$ cat src/include/hdlc_tx_pkg.sv
/*
 * Shared constants and types for the transmit data-link buffer and count control.
 * Assumes one 100 MHz clock and a synchronous, active-high reset in every user.
 */
`default_nettype none

package hdlc_tx_pkg;
    // Host register layout: bit 7 selects or reports a buffer, bits 6..0 hold the count.
    localparam int unsigned DATA_W = 8;
    localparam int unsigned COUNT_W = 7;
    localparam int unsigned SEL_BIT = 7;
    localparam logic [6:0] COUNT_RESET = 7'h00;
    localparam logic [6:0] COUNT_ZERO = 7'h00;
    localparam logic [6:0] COUNT_ONE = 7'h01;
    localparam logic [7:0] RDATA_RESET = 8'h00;

    // Message buffer locations inside the channel's address space.
    localparam int unsigned ADDR_W = 12;
    localparam logic [11:0] BUF0_OFFSET = 12'h600;
    localparam logic [11:0] BUF1_OFFSET = 12'h700;
    localparam logic [11:0] ADDR_RESET = 12'h000;

    // Length in octets of one bit-oriented message held in a buffer.
    localparam int unsigned BOS_LEN_DEFAULT = 2;

    // Frame check sequence: reflected CCITT polynomial, preset to all ones.
    localparam logic [15:0] FCS_INIT = 16'hffff;
    localparam logic [15:0] FCS_POLY = 16'h8408;

    // Transmit engine states, one-hot.
    typedef enum logic [7:0] {
        ST_IDLE = 8'h01,
        ST_ADDR = 8'h02,
        ST_DATA = 8'h04,
        ST_SEND = 8'h08,
        ST_FCS_PREP = 8'h10,
        ST_FCS_LO = 8'h20,
        ST_FCS_HI = 8'h40,
        ST_DONE = 8'h80
    } tx_state_t;
endpackage : hdlc_tx_pkg

`default_nettype wire

$ cat src/hdl/hdlc_fcs16.sv
/*
 * Sixteen-bit frame check sequence accumulator for outbound message-oriented frames.
 * Assumes the caller clears it before a frame and pulses update once per accepted octet.
 */
`default_nettype none

module hdlc_fcs16 (
    input wire logic clk,
    input wire logic reset,
    input wire logic clear,
    input wire logic update,
    input wire logic [7:0] data,
    output logic [15:0] fcs
);
    logic [15:0] next_fcs;

    // One octet through the reflected polynomial, least significant bit first.
    function automatic logic [15:0] fcs_step(input logic [15:0] crc, input logic [7:0] octet);
        logic [15:0] acc;
        acc = crc ^ {8'h00, octet};
        for (int i = 0; i < 8; i++) begin
            acc = acc[0] ? ((acc >> 1) ^ hdlc_tx_pkg::FCS_POLY) : (acc >> 1);
        end
        return acc;
    endfunction : fcs_step

    // Clear has priority so a new frame never inherits a stale remainder.
    always_comb begin
        next_fcs = fcs;
        if (clear) begin
            next_fcs = hdlc_tx_pkg::FCS_INIT;
        end else if (update) begin
            next_fcs = fcs_step(fcs, data);
        end
    end

    // The accumulator only registers its next value.
    always_ff @(posedge clk) begin
        if (reset) begin
            fcs <= hdlc_tx_pkg::FCS_INIT;
        end else begin
            fcs <= next_fcs;
        end
    end
endmodule : hdlc_fcs16

`default_nettype wire

$ cat src/hdl/hdlc_tx_buffer_count_ctrl.sv
/*
 * Double-buffer selection and count control of the second transmit data-link controller.
 * Assumes the host register strobe, mode bits, buffer memory and byte sink share clk,
 * and that the buffer memory returns read data one cycle after it samples an address.
 */
`default_nettype none

// Function
// - Writing the select bit makes buffer 0 or buffer 1 the one read and sent.
// - Reading the select bit reports the next free buffer, at 0x600 or 0x700.
// - While one buffer still holds an unsent message, the read value names the other.
// - Bit-oriented mode sends the message count times, then signals end of transfer and stops.
// - Bit-oriented mode with count zero repeats until the other buffer is queued and never ends on a count.
// - Message-oriented count is octets including header and control, excluding the check sequence.
// - Mode input low selects bit-oriented sending, high selects message-oriented sending.
// - With checksum append enabled, check sequence octets follow each non-empty message-oriented message.
module hdlc_tx_buffer_count_ctrl #(
    parameter int unsigned BOS_LEN = hdlc_tx_pkg::BOS_LEN_DEFAULT
) (
    input wire logic clk,
    input wire logic reset,
    input wire logic reg_wr,
    input wire logic [7:0] reg_wdata,
    output logic [7:0] reg_rdata,
    input wire logic signaling_type_select,
    input wire logic tx_checksum_append_enable,
    output logic buf_rd_en,
    output logic [11:0] buf_rd_addr,
    input wire logic [7:0] buf_rd_data,
    output logic tx_byte_valid,
    input wire logic tx_byte_ready,
    output logic [7:0] tx_byte,
    output logic tx_end_of_transfer
);

    hdlc_tx_pkg::tx_state_t state, next_state;
    logic [1:0] busy, next_busy;
    logic [1:0][6:0] buf_count, next_buf_count;
    logic [6:0] last_wr_count, next_last_wr_count;
    logic cur_buf, next_cur_buf;
    logic cur_mos, next_cur_mos;
    logic cur_fcs, next_cur_fcs;
    logic [6:0] cur_count, next_cur_count;
    logic [6:0] idx, next_idx;
    logic [6:0] reps, next_reps;
    logic [6:0] idx_inc, reps_inc;
    logic [11:0] next_buf_rd_addr;
    logic [7:0] next_tx_byte, next_reg_rdata;
    logic next_eot, release_buf, pick, last_octet;
    logic fcs_clear, fcs_update;
    logic [15:0] fcs_value;
    logic [7:0] fcs_lo_expect;

    // Byte address of an octet inside a message buffer.
    function automatic logic [11:0] buf_addr(input logic sel, input logic [6:0] index);
        return (sel ? hdlc_tx_pkg::BUF1_OFFSET : hdlc_tx_pkg::BUF0_OFFSET) + {5'h00, index};
    endfunction : buf_addr

    // Next free buffer; with both full, the one being sent frees first.
    function automatic logic avail_buf(input logic [1:0] full, input logic active);
        unique case (full)
            2'b01: return 1'b1;
            2'b10: return 1'b0;
            2'b11: return active;
            default: return 1'b0;
        endcase
    endfunction : avail_buf

    hdlc_fcs16 u_fcs (
        .clk(clk),
        .reset(reset),
        .clear(fcs_clear),
        .update(fcs_update),
        .data(tx_byte),
        .fcs(fcs_value)
    );

    assign idx_inc = idx + hdlc_tx_pkg::COUNT_ONE;
    assign reps_inc = reps + hdlc_tx_pkg::COUNT_ONE;
    assign last_octet = cur_mos ? (idx_inc == cur_count) : (idx_inc == 7'(BOS_LEN));
    assign pick = (busy == 2'b11) ? ~cur_buf : busy[1];
    assign fcs_lo_expect = ~fcs_value[7:0];

    // Handshake outputs decode straight from the state register.
    assign buf_rd_en = (state == hdlc_tx_pkg::ST_ADDR);
    assign tx_byte_valid = (state == hdlc_tx_pkg::ST_SEND) || (state == hdlc_tx_pkg::ST_FCS_LO)
                           || (state == hdlc_tx_pkg::ST_FCS_HI);

    // Transmit engine: fetch each octet, hand it out, then close the message.
    always_comb begin
        next_state = state;
        next_cur_buf = cur_buf;
        next_cur_mos = cur_mos;
        next_cur_fcs = cur_fcs;
        next_cur_count = cur_count;
        next_idx = idx;
        next_reps = reps;
        next_buf_rd_addr = buf_rd_addr;
        next_tx_byte = tx_byte;
        next_eot = 1'b0;
        release_buf = 1'b0;
        fcs_clear = 1'b0;
        fcs_update = 1'b0;
        unique case (state)
            hdlc_tx_pkg::ST_IDLE: begin
                if (busy != 2'b00) begin
                    next_cur_buf = pick;
                    next_cur_mos = signaling_type_select;
                    next_cur_fcs = tx_checksum_append_enable;
                    next_cur_count = buf_count[pick];
                    next_idx = hdlc_tx_pkg::COUNT_ZERO;
                    next_reps = hdlc_tx_pkg::COUNT_ZERO;
                    next_buf_rd_addr = buf_addr(pick, hdlc_tx_pkg::COUNT_ZERO);
                    fcs_clear = 1'b1;
                    // An empty message-oriented message has nothing to send.
                    if (signaling_type_select && buf_count[pick] == hdlc_tx_pkg::COUNT_ZERO) begin
                        next_state = hdlc_tx_pkg::ST_DONE;
                    end else begin
                        next_state = hdlc_tx_pkg::ST_ADDR;
                    end
                end
            end
            hdlc_tx_pkg::ST_ADDR: begin
                next_state = hdlc_tx_pkg::ST_DATA;
            end
            hdlc_tx_pkg::ST_DATA: begin
                next_tx_byte = buf_rd_data;
                next_state = hdlc_tx_pkg::ST_SEND;
            end
            hdlc_tx_pkg::ST_SEND: begin
                if (tx_byte_ready) begin
                    fcs_update = cur_mos;
                    if (!last_octet) begin
                        next_idx = idx_inc;
                        next_buf_rd_addr = buf_addr(cur_buf, idx_inc);
                        next_state = hdlc_tx_pkg::ST_ADDR;
                    end else if (cur_mos) begin
                        next_idx = idx_inc;
                        next_state = cur_fcs ? hdlc_tx_pkg::ST_FCS_PREP : hdlc_tx_pkg::ST_DONE;
                    end else begin
                        next_reps = reps_inc;
                        next_idx = hdlc_tx_pkg::COUNT_ZERO;
                        next_buf_rd_addr = buf_addr(cur_buf, hdlc_tx_pkg::COUNT_ZERO);
                        if (cur_count != hdlc_tx_pkg::COUNT_ZERO && reps_inc == cur_count) begin
                            next_state = hdlc_tx_pkg::ST_DONE;
                        end else if (cur_count == hdlc_tx_pkg::COUNT_ZERO && busy[~cur_buf]) begin
                            // Endless repetition yields to a newer message without an end event.
                            release_buf = 1'b1;
                            next_state = hdlc_tx_pkg::ST_IDLE;
                        end else begin
                            next_state = hdlc_tx_pkg::ST_ADDR;
                        end
                    end
                end
            end
            hdlc_tx_pkg::ST_FCS_PREP: begin
                // One spare cycle lets the last data octet settle into the accumulator.
                next_tx_byte = fcs_lo_expect;
                next_state = hdlc_tx_pkg::ST_FCS_LO;
            end
            hdlc_tx_pkg::ST_FCS_LO: begin
                if (tx_byte_ready) begin
                    next_tx_byte = ~fcs_value[15:8];
                    next_state = hdlc_tx_pkg::ST_FCS_HI;
                end
            end
            hdlc_tx_pkg::ST_FCS_HI: begin
                if (tx_byte_ready) begin
                    next_state = hdlc_tx_pkg::ST_DONE;
                end
            end
            hdlc_tx_pkg::ST_DONE: begin
                release_buf = 1'b1;
                next_eot = 1'b1;
                next_state = hdlc_tx_pkg::ST_IDLE;
            end
            default: begin
                next_state = hdlc_tx_pkg::ST_IDLE;
            end
        endcase
    end

    // Host register: a write queues a buffer; the read image is refreshed every cycle.
    always_comb begin
        next_busy = busy;
        next_buf_count = buf_count;
        next_last_wr_count = last_wr_count;
        if (release_buf) begin
            next_busy[cur_buf] = 1'b0;
        end
        // A write in the same cycle as the release wins, so a fresh message is not lost.
        if (reg_wr) begin
            next_busy[reg_wdata[hdlc_tx_pkg::SEL_BIT]] = 1'b1;
            next_buf_count[reg_wdata[hdlc_tx_pkg::SEL_BIT]] = reg_wdata[hdlc_tx_pkg::COUNT_W-1:0];
            next_last_wr_count = reg_wdata[hdlc_tx_pkg::COUNT_W-1:0];
        end
        next_reg_rdata = {avail_buf(busy, cur_buf), last_wr_count};
    end

    // All state of the block except the check sequence accumulator registers here.
    always_ff @(posedge clk) begin
        if (reset) begin
            state <= hdlc_tx_pkg::ST_IDLE;
            busy <= 2'b00;
            buf_count <= {hdlc_tx_pkg::COUNT_RESET, hdlc_tx_pkg::COUNT_RESET};
            last_wr_count <= hdlc_tx_pkg::COUNT_RESET;
            cur_buf <= 1'b0;
            cur_mos <= 1'b0;
            cur_fcs <= 1'b0;
            cur_count <= hdlc_tx_pkg::COUNT_RESET;
            idx <= hdlc_tx_pkg::COUNT_RESET;
            reps <= hdlc_tx_pkg::COUNT_RESET;
            buf_rd_addr <= hdlc_tx_pkg::ADDR_RESET;
            tx_byte <= hdlc_tx_pkg::RDATA_RESET;
            tx_end_of_transfer <= 1'b0;
            reg_rdata <= hdlc_tx_pkg::RDATA_RESET;
        end else begin
            state <= next_state;
            busy <= next_busy;
            buf_count <= next_buf_count;
            last_wr_count <= next_last_wr_count;
            cur_buf <= next_cur_buf;
            cur_mos <= next_cur_mos;
            cur_fcs <= next_cur_fcs;
            cur_count <= next_cur_count;
            idx <= next_idx;
            reps <= next_reps;
            buf_rd_addr <= next_buf_rd_addr;
            tx_byte <= next_tx_byte;
            tx_end_of_transfer <= next_eot;
            reg_rdata <= next_reg_rdata;
        end
    end
endmodule : hdlc_tx_buffer_count_ctrl

`default_nettype wire

$ cat config.mk
export PLATFORM = sky130hd
export DESIGN_NAME = hdlc_tx_buffer_count_ctrl
export DESIGN_NICKNAME = d
export VERILOG_FILES = /design/src/include/hdlc_tx_pkg.sv /design/src/hdl/hdlc_fcs16.sv /design/src/hdl/hdlc_tx_buffer_count_ctrl.sv
export SDC_FILE = /design/constraint.sdc
export NUM_CORES = 1
export LEC_CHECK = 0
export BUFFER_PORTS_ARGS = -buffer_cell sky130_fd_sc_hd__clkbuf_2
export CAP_MARGIN = 20
export CORE_AREA = 10 10 121 112
export CTS_BUF_LIST = sky130_fd_sc_hd__clkbuf_4 sky130_fd_sc_hd__clkbuf_8
export DETAILED_ROUTE_END_ITERATION = 10
export DIE_AREA = 0 0 131 122
export PLACE_DENSITY = 0.61
export SETUP_SLACK_MARGIN = 0.2
export SLEW_MARGIN = 10
export SYNTH_ARGS = -nofsm -noshare
export SYNTH_HDL_FRONTEND = slang
export SYNTH_HIERARCHICAL = 1
export SYNTH_SLANG_ARGS = --single-unit
$ cat constraint.sdc
create_clock -name clk -period 4 [get_ports clk]
set_input_delay 0.2 -clock clk [delete_from_list [all_inputs] [get_ports clk]]
set_output_delay 0.2 -clock clk [all_outputs]
set_load 0.05 [all_outputs]
Word-level counts from Yosys, hierarchy flattened
Index checks and enable logic that the tools add are counted.

cells by class
  multiplexer cells = 64
  $lt $le $gt $ge = 6
  reductions and logical operators = 20
  bitwise logic cells = 15
  equal/unequal tests = 20
  add/subtract/negate cells = 3

operators with widths
  kind                                                                    count
  16-bit 2-to-1 mux                                                       8
  8-bit 2-to-1 mux                                                        10
  7-bit 2-to-1 mux                                                        10
  8-bit case mux with 7 select lines                                      1
  12-bit 2-to-1 mux                                                       4
  7-bit case mux with 2 select lines                                      2
  2-bit NOT with 3-bit output                                             8
  12-bit case mux with 2 select lines                                     1
  8-bit case mux with 3 select lines                                      1
  9-bit 2-to-1 mux                                                        2
  1-bit 2-to-1 mux                                                        16
  8-bit NOT                                                               2
  16-bit by 8-bit XOR with 16-bit output                                  1
  7-bit by 1-bit adder with 7-bit output (second input constant)          2
  14-bit bitwise mux                                                      1
  7-bit equality test                                                     2
  7-bit logical NOT                                                       2
  12-bit by 7-bit adder with 12-bit output                                1
  2-bit != test (second input constant)                                   6
  8-bit by 1-bit equality test with 1-bit output (second input constant)  1
  8-bit by 2-bit equality test with 1-bit output (second input constant)  1
  8-bit by 3-bit equality test with 1-bit output (second input constant)  1
  8-bit by 4-bit equality test with 1-bit output (second input constant)  1
  8-bit by 5-bit equality test with 1-bit output (second input constant)  1
  27 further kinds                                                        43

word-level totals
  register bits = 100
  input bits = 22

Longest topological paths before layout
  word-level depth = 17
  gate-level depth with buffers = 10
  depth with buffers taken out = 7

By module
Netlist, hierarchy kept.

modules (own cells, without submodules)
  module                     area an instance (µm²)  cells each  seq. area each (µm²)  instances
  hdlc_tx_buffer_count_ctrl  4105.2                  500         1621.6                1
  hdlc_fcs16                 893.4                   82          320.3                 1

Worst setup path before layout
No wires, ideal clock.

  path kind = flip-flop to flip-flop
  start point = reg idx[0]
  end point = reg reps[4]
  buffers on the path = 1
  slack = 1.200 ns
  stages on the path, launching flop included = 9
  arrival = 2.679 ns
  data required time = 3.879 ns
  cells stage by stage = dfxtp_1 -> ha_1 -> xor2_1 -> mux2i_1 -> a21oi_2 -> or4_1 -> buf_2 -> or4_4 -> mux2_4

on the way
  cells in the longest elaborated chain, start to end = 5
  elaborated cells between the ends (all ways) = 6
  classes of those cells = 1 x add/sub; 3 x eq/ne; 1 x mux; 1 x reduce/logical

ends and longest elaborated chain
  what                                                                                          RTL line                          text
  from (decl)                                                                                   hdlc_tx_buffer_count_ctrl.sv:44   logic [6:0] idx, next_idx;
  from (signal assigned)                                                                        hdlc_tx_buffer_count_ctrl.sv:211  idx <= hdlc_tx_pkg::COUNT_RESET;
  from (signal assigned)                                                                        hdlc_tx_buffer_count_ctrl.sv:226  idx <= next_idx;
  7-bit by 1-bit adder with 7-bit output *                                                      hdlc_tx_buffer_count_ctrl.sv:78   assign idx_inc = idx + hdlc_tx_pkg::COUNT_ONE;
  7-bit by 2-bit equality test with 1-bit output / 7-bit equality test (equally long branches)  hdlc_tx_buffer_count_ctrl.sv:80   assign last_octet = cur_mos ? (idx_inc == cur_count) : (idx_inc == 7'(BOS_LEN));
  1-bit 2-to-1 mux *                                                                            hdlc_tx_buffer_count_ctrl.sv:80
  2-bit != test (no source line) *                                                              --
  5-bit AND reduction (no source line) *                                                        --
  to (signal assigned)                                                                          hdlc_tx_buffer_count_ctrl.sv:212  reps <= hdlc_tx_pkg::COUNT_RESET;
  to (signal assigned)                                                                          hdlc_tx_buffer_count_ctrl.sv:227  reps <= next_reps;
  to (decl)                                                                                     hdlc_tx_buffer_count_ctrl.sv:45   logic [6:0] reps, next_reps;

Mark *: on every way between the ends. The rest lies on a longest branch, timed or not.
A chain may end at the register's enable or synchronous reset.

Final worst setup path
  start point = reg state[1]
  end point = reg u_fcs.fcs[2]

on the way
  elaborated cells between the ends (all ways) = 5
  classes of those cells = 2 x eq/ne; 2 x mux; 1 x reduce/logical

RTL lines
  what                                            RTL line                          text
  from (decl)                                     hdlc_tx_buffer_count_ctrl.sv:36   hdlc_tx_pkg::tx_state_t state, next_state;
  from (signal assigned)                          hdlc_tx_buffer_count_ctrl.sv:203  state <= hdlc_tx_pkg::ST_IDLE;
  from (signal assigned)                          hdlc_tx_buffer_count_ctrl.sv:218  state <= next_state;
  8-bit by 4-bit equality test with 1-bit output  hdlc_tx_buffer_count_ctrl.sv:104  unique case (state)
  1-bit 2-to-1 mux                                hdlc_tx_buffer_count_ctrl.sv:104
  via fcs_update                                  hdlc_tx_buffer_count_ctrl.sv:50   logic fcs_clear, fcs_update;
  to (signal assigned)                            hdlc_fcs16.sv:40                  fcs <= hdlc_tx_pkg::FCS_INIT;
  to (signal assigned)                            hdlc_fcs16.sv:42                  fcs <= next_fcs;
  to (decl)                                       hdlc_fcs16.sv:13                  output logic [15:0] fcs

The timed path passes the listed nets, and every way through them passes these cells.

==> impl_metrics.json <==
{
  "syn-cell-area_mm2": 0.00500,
  "grt_pass1_vias": 4075,
  "min_period_ns": 3.17,
  "tightest_slew_ns": 0.729,
  "wirelength_mm": 12.7,
  "endpoint_kind": "flip-flop",
  "timing.hold.ws_ns": 0.0454,
  "cts_sinks": 97,
  "final_cell_mix": "dfxtp_1 (97), nand2_1 (64), nor2_1 (53), clkbuf_2 (50), a21oi_1 (44)",
  "drt_pass1_iterations": 5,
  "clockBufferDepth": 2,
  "yosysTopAreaCell": "dfxtp_1",
  "total_power_mw": 2.70,
  "status": "completed",
  "final_layout_size_suffix_gt1_share_pct": 14.3,
  "p_leak_nw": 2.15,
  "path_cells": "or4_1 > nor3_2 > buf_4 > nand2_1 > nor2_1 > clkinv_1 > buf_4 > a21oi_1 > o21ai_0",
  "final.period_utilization_pct": 79.2,
  "ys_async_sr_fraction_pct": 0,
  "initial_utilization_pct": 44.8,
  "clock_latency_ns": 0.39,
  "ir_drop_uv": 274,
  "fmax_mhz": 316,
  "synth_flop_cell": "dfxtp_1",
  "dpl_cell_area_mm2": 0.00532,
  "grt_pass1_wl_mm": 20.6,
  "tritoncts": "yes",
  "synth-seq-cells": 97,
  "sequentialPowerShare_pct": 43.7,
  "num_vias": 4335,
  "wl_per_cell_um": 16.5,
  "rows": 37,
  "grt_usage_pct": 16.2,
  "start_kind": "flip-flop",
  "drtAntennaViolNets": 0,
  "clk_pin_slew_worst_paths_ns": 0.10,
  "dieHeight_um": 122,
  "cts.repair.resized": 0,
  "slew_headroom_pct": 51.4,
  "nFillCells": 1079,
  "post_cts_buffers": 0,
  "grt_overflow_total": 0,
  "swShare_pct": 37.3,
  "synth.area.top_cells": "dfxtp_1 (39%), nand2_1 (4.8%), a21oi_1 (4.4%)",
  "synth_edf_count": 0,
  "critPathMaxFanout": 18,
  "port_buffers": 50,
  "post-route-util_pct": 49.8,
  "antennaDiodeCount": 0,
  "combPwrFrac_pct": 28.9,
  "hold_path.class": "in2reg",
  "synth_cell_type_count": 72,
  "cp_slowest_cell": "or4_1",
  "cp_num_buf_inv": 3,
  "grt_max_degree": 41,
  "antenna_found_initial": 0,
  "critical-path-max-stage-delay_ns": 0.59,
  "finalClockSkew_ns": 0.0174,
  "path_class": "reg2reg",
  "internal-power_mw": 1.69,
  "clockRootBuffer": "clkbuf_8",
  "hold_violations": 0,
  "grt_setup_unrepaired": "false",
  "p_switching_mw": 1.01,
  "critPathRequiredTime_ns": 4.29,
  "ios": 53,
  "tns_ns": 0,
  "final_max_slew_viol_count": 0,
  "cap_viol_max_count": 0,
  "cp_common_cell": "buf_4",
  "cts_buffers": 9,
  "drt_iter0_markers": 293,
  "place.gp.congestion": 0.893,
  "critPathTopFamily": "simple AND/OR/NAND/NOR gates",
  "cts_hold_buf": 0,
  "dp_hpwl_mm": 9.27,
  "finalSetupViolCount": 0,
  "finalNetCount": 635,
  "avgSynthCellArea_um2": 8.59,
  "h-tree-depth": 3,
  "p_per_area_mw_per_mm2": 486,
  "worst-endpoint-arrival_ns": 3.46,
  "yosys.area.top_type_share_pct": 38.8,
  "final_area_mm2": 0.00555,
  "syn_to_final_growth_pct": 11.1,
  "viasPerCell": 5.62,
  "ys_seq_area_share_pct": 38.8,
  "die-area_mm2": 0.0160,
  "reg2reg_slack_ns": 0.83,
  "die_w_um": 131,
  "clkPwrFrac_pct": 27.5,
  "synth_cells": 582,
  "drc_errors": 0,
  "core_mm2": 0.0112,
  "ys_warn_count": 6,
  "layout_commonest_cell": "dfxtp_1"
}
## per-stage QoR
stage               worst slack (ns)  cells
floorplan                       1.20    583
global placement               0.967    756
detailed placement             0.897    756
CTS                            0.902    772
global route                   0.534    772
finish                         0.831    772
## power by group through the flow
stage	Clock [mW]	Combinational, mW	Sequential (mW)
2_1_floorplan	0	0.584	1.19
3_3_place_gp	0	0.768	1.19
3_5_place_dp	0	0.773	1.20
4_1_cts	0.762	0.777	1.18
5_1_grt	0.803	0.869	1.19
6_report	0.742	0.779	1.18
## worst paths after layout
| path | from | end | cells after the start |
|---|---|---|---|
| worst max-delay path | state[1]$_SDFFE_PP0P_ | u_fcs/fcs[2]$_SDFFE_PP1P_ | 9 |
| worst min-delay path | tx_checksum_append_enable | cur_fcs$_SDFFE_PP0P_ | 3 |
| worst max register to register | state[1]$_SDFFE_PP0P_ | u_fcs/fcs[2]$_SDFFE_PP1P_ | 9 |
| worst min register to register | cur_fcs$_SDFFE_PP0P_ | cur_fcs$_SDFFE_PP0P_ | 2 |
## metal layers
layer | GRT usage (%) | vias up | share of wire (%)
met5 | 0 | - | 0
met4 | 5.00 | 0 | 1.8
met3 | 5.69 | 24 | 6.7
met2 | 24.3 | 135 | 44
met1 | 21.3 | 2034 | 47
li1 | - | 2142 | -
## tightest hold or removal path, cell delays in order
cell      delay (ns)
clkbuf_2        0.09
nand2_1         0.05
a21oi_1         0.05
## layout make-up
| class | instances | area (um2) | share of cell area, % |
|---|---|---|---|
| Clock inverter | 6 | 101 | 1.83 |
| Clock buffer | 10 | 131 | 2.37 |
| Tap cell | 156 | 195 | 3.52 |
| Inverter | 13 | 48.8 | 0.879 |
| Sequential cell | 97 | 1940 | 35.0 |
| Multi-Input combinational cell | 434 | 2840 | 51.1 |
| Timing Repair Buffer | 56 | 295 | 5.32 |
## sequential cells by signal (all words and copies together) (netlist names), 7 cells and up
register and count:
u_fcs/fcs 16, reg_rdata 8, cur_count 7, reps 7, idx 7, last_wr_count 7
buf_rd_addr 9, state 8, buf_count 14, tx_byte 8
## cells by family after synthesis
group / synth area share, %
adders and majority gates: 0.501
other: 0.0750
AOI/OAI and AO/OA: 19.3
muxes: 3.80
xor gates and xnor gates: 11.4
DFF: 38.8
buffers and inverters: 4.43
and+or+nand+nor: 21.7
## synth_stat cells, drive strengths merged (4+ instances only)
cell / number
nor2: 53
mux2i: 16
o22ai: 8
clkbuf: 25
o211ai: 9
nor2b: 11
o21ai: 19
and4: 4
or4: 4
a31oi: 6
xnor3: 8
xnor2: 27
nand2b: 5
inv: 12
a21oi: 46
buf: 14
nand3: 22
dfxtp: 97
and2: 6
and3: 5
a211oi: 18
nor4: 8
nor3: 20
a22o: 5
xor2: 12
nand2: 64
No activity file was read; power rests on OpenSTA's default activity.
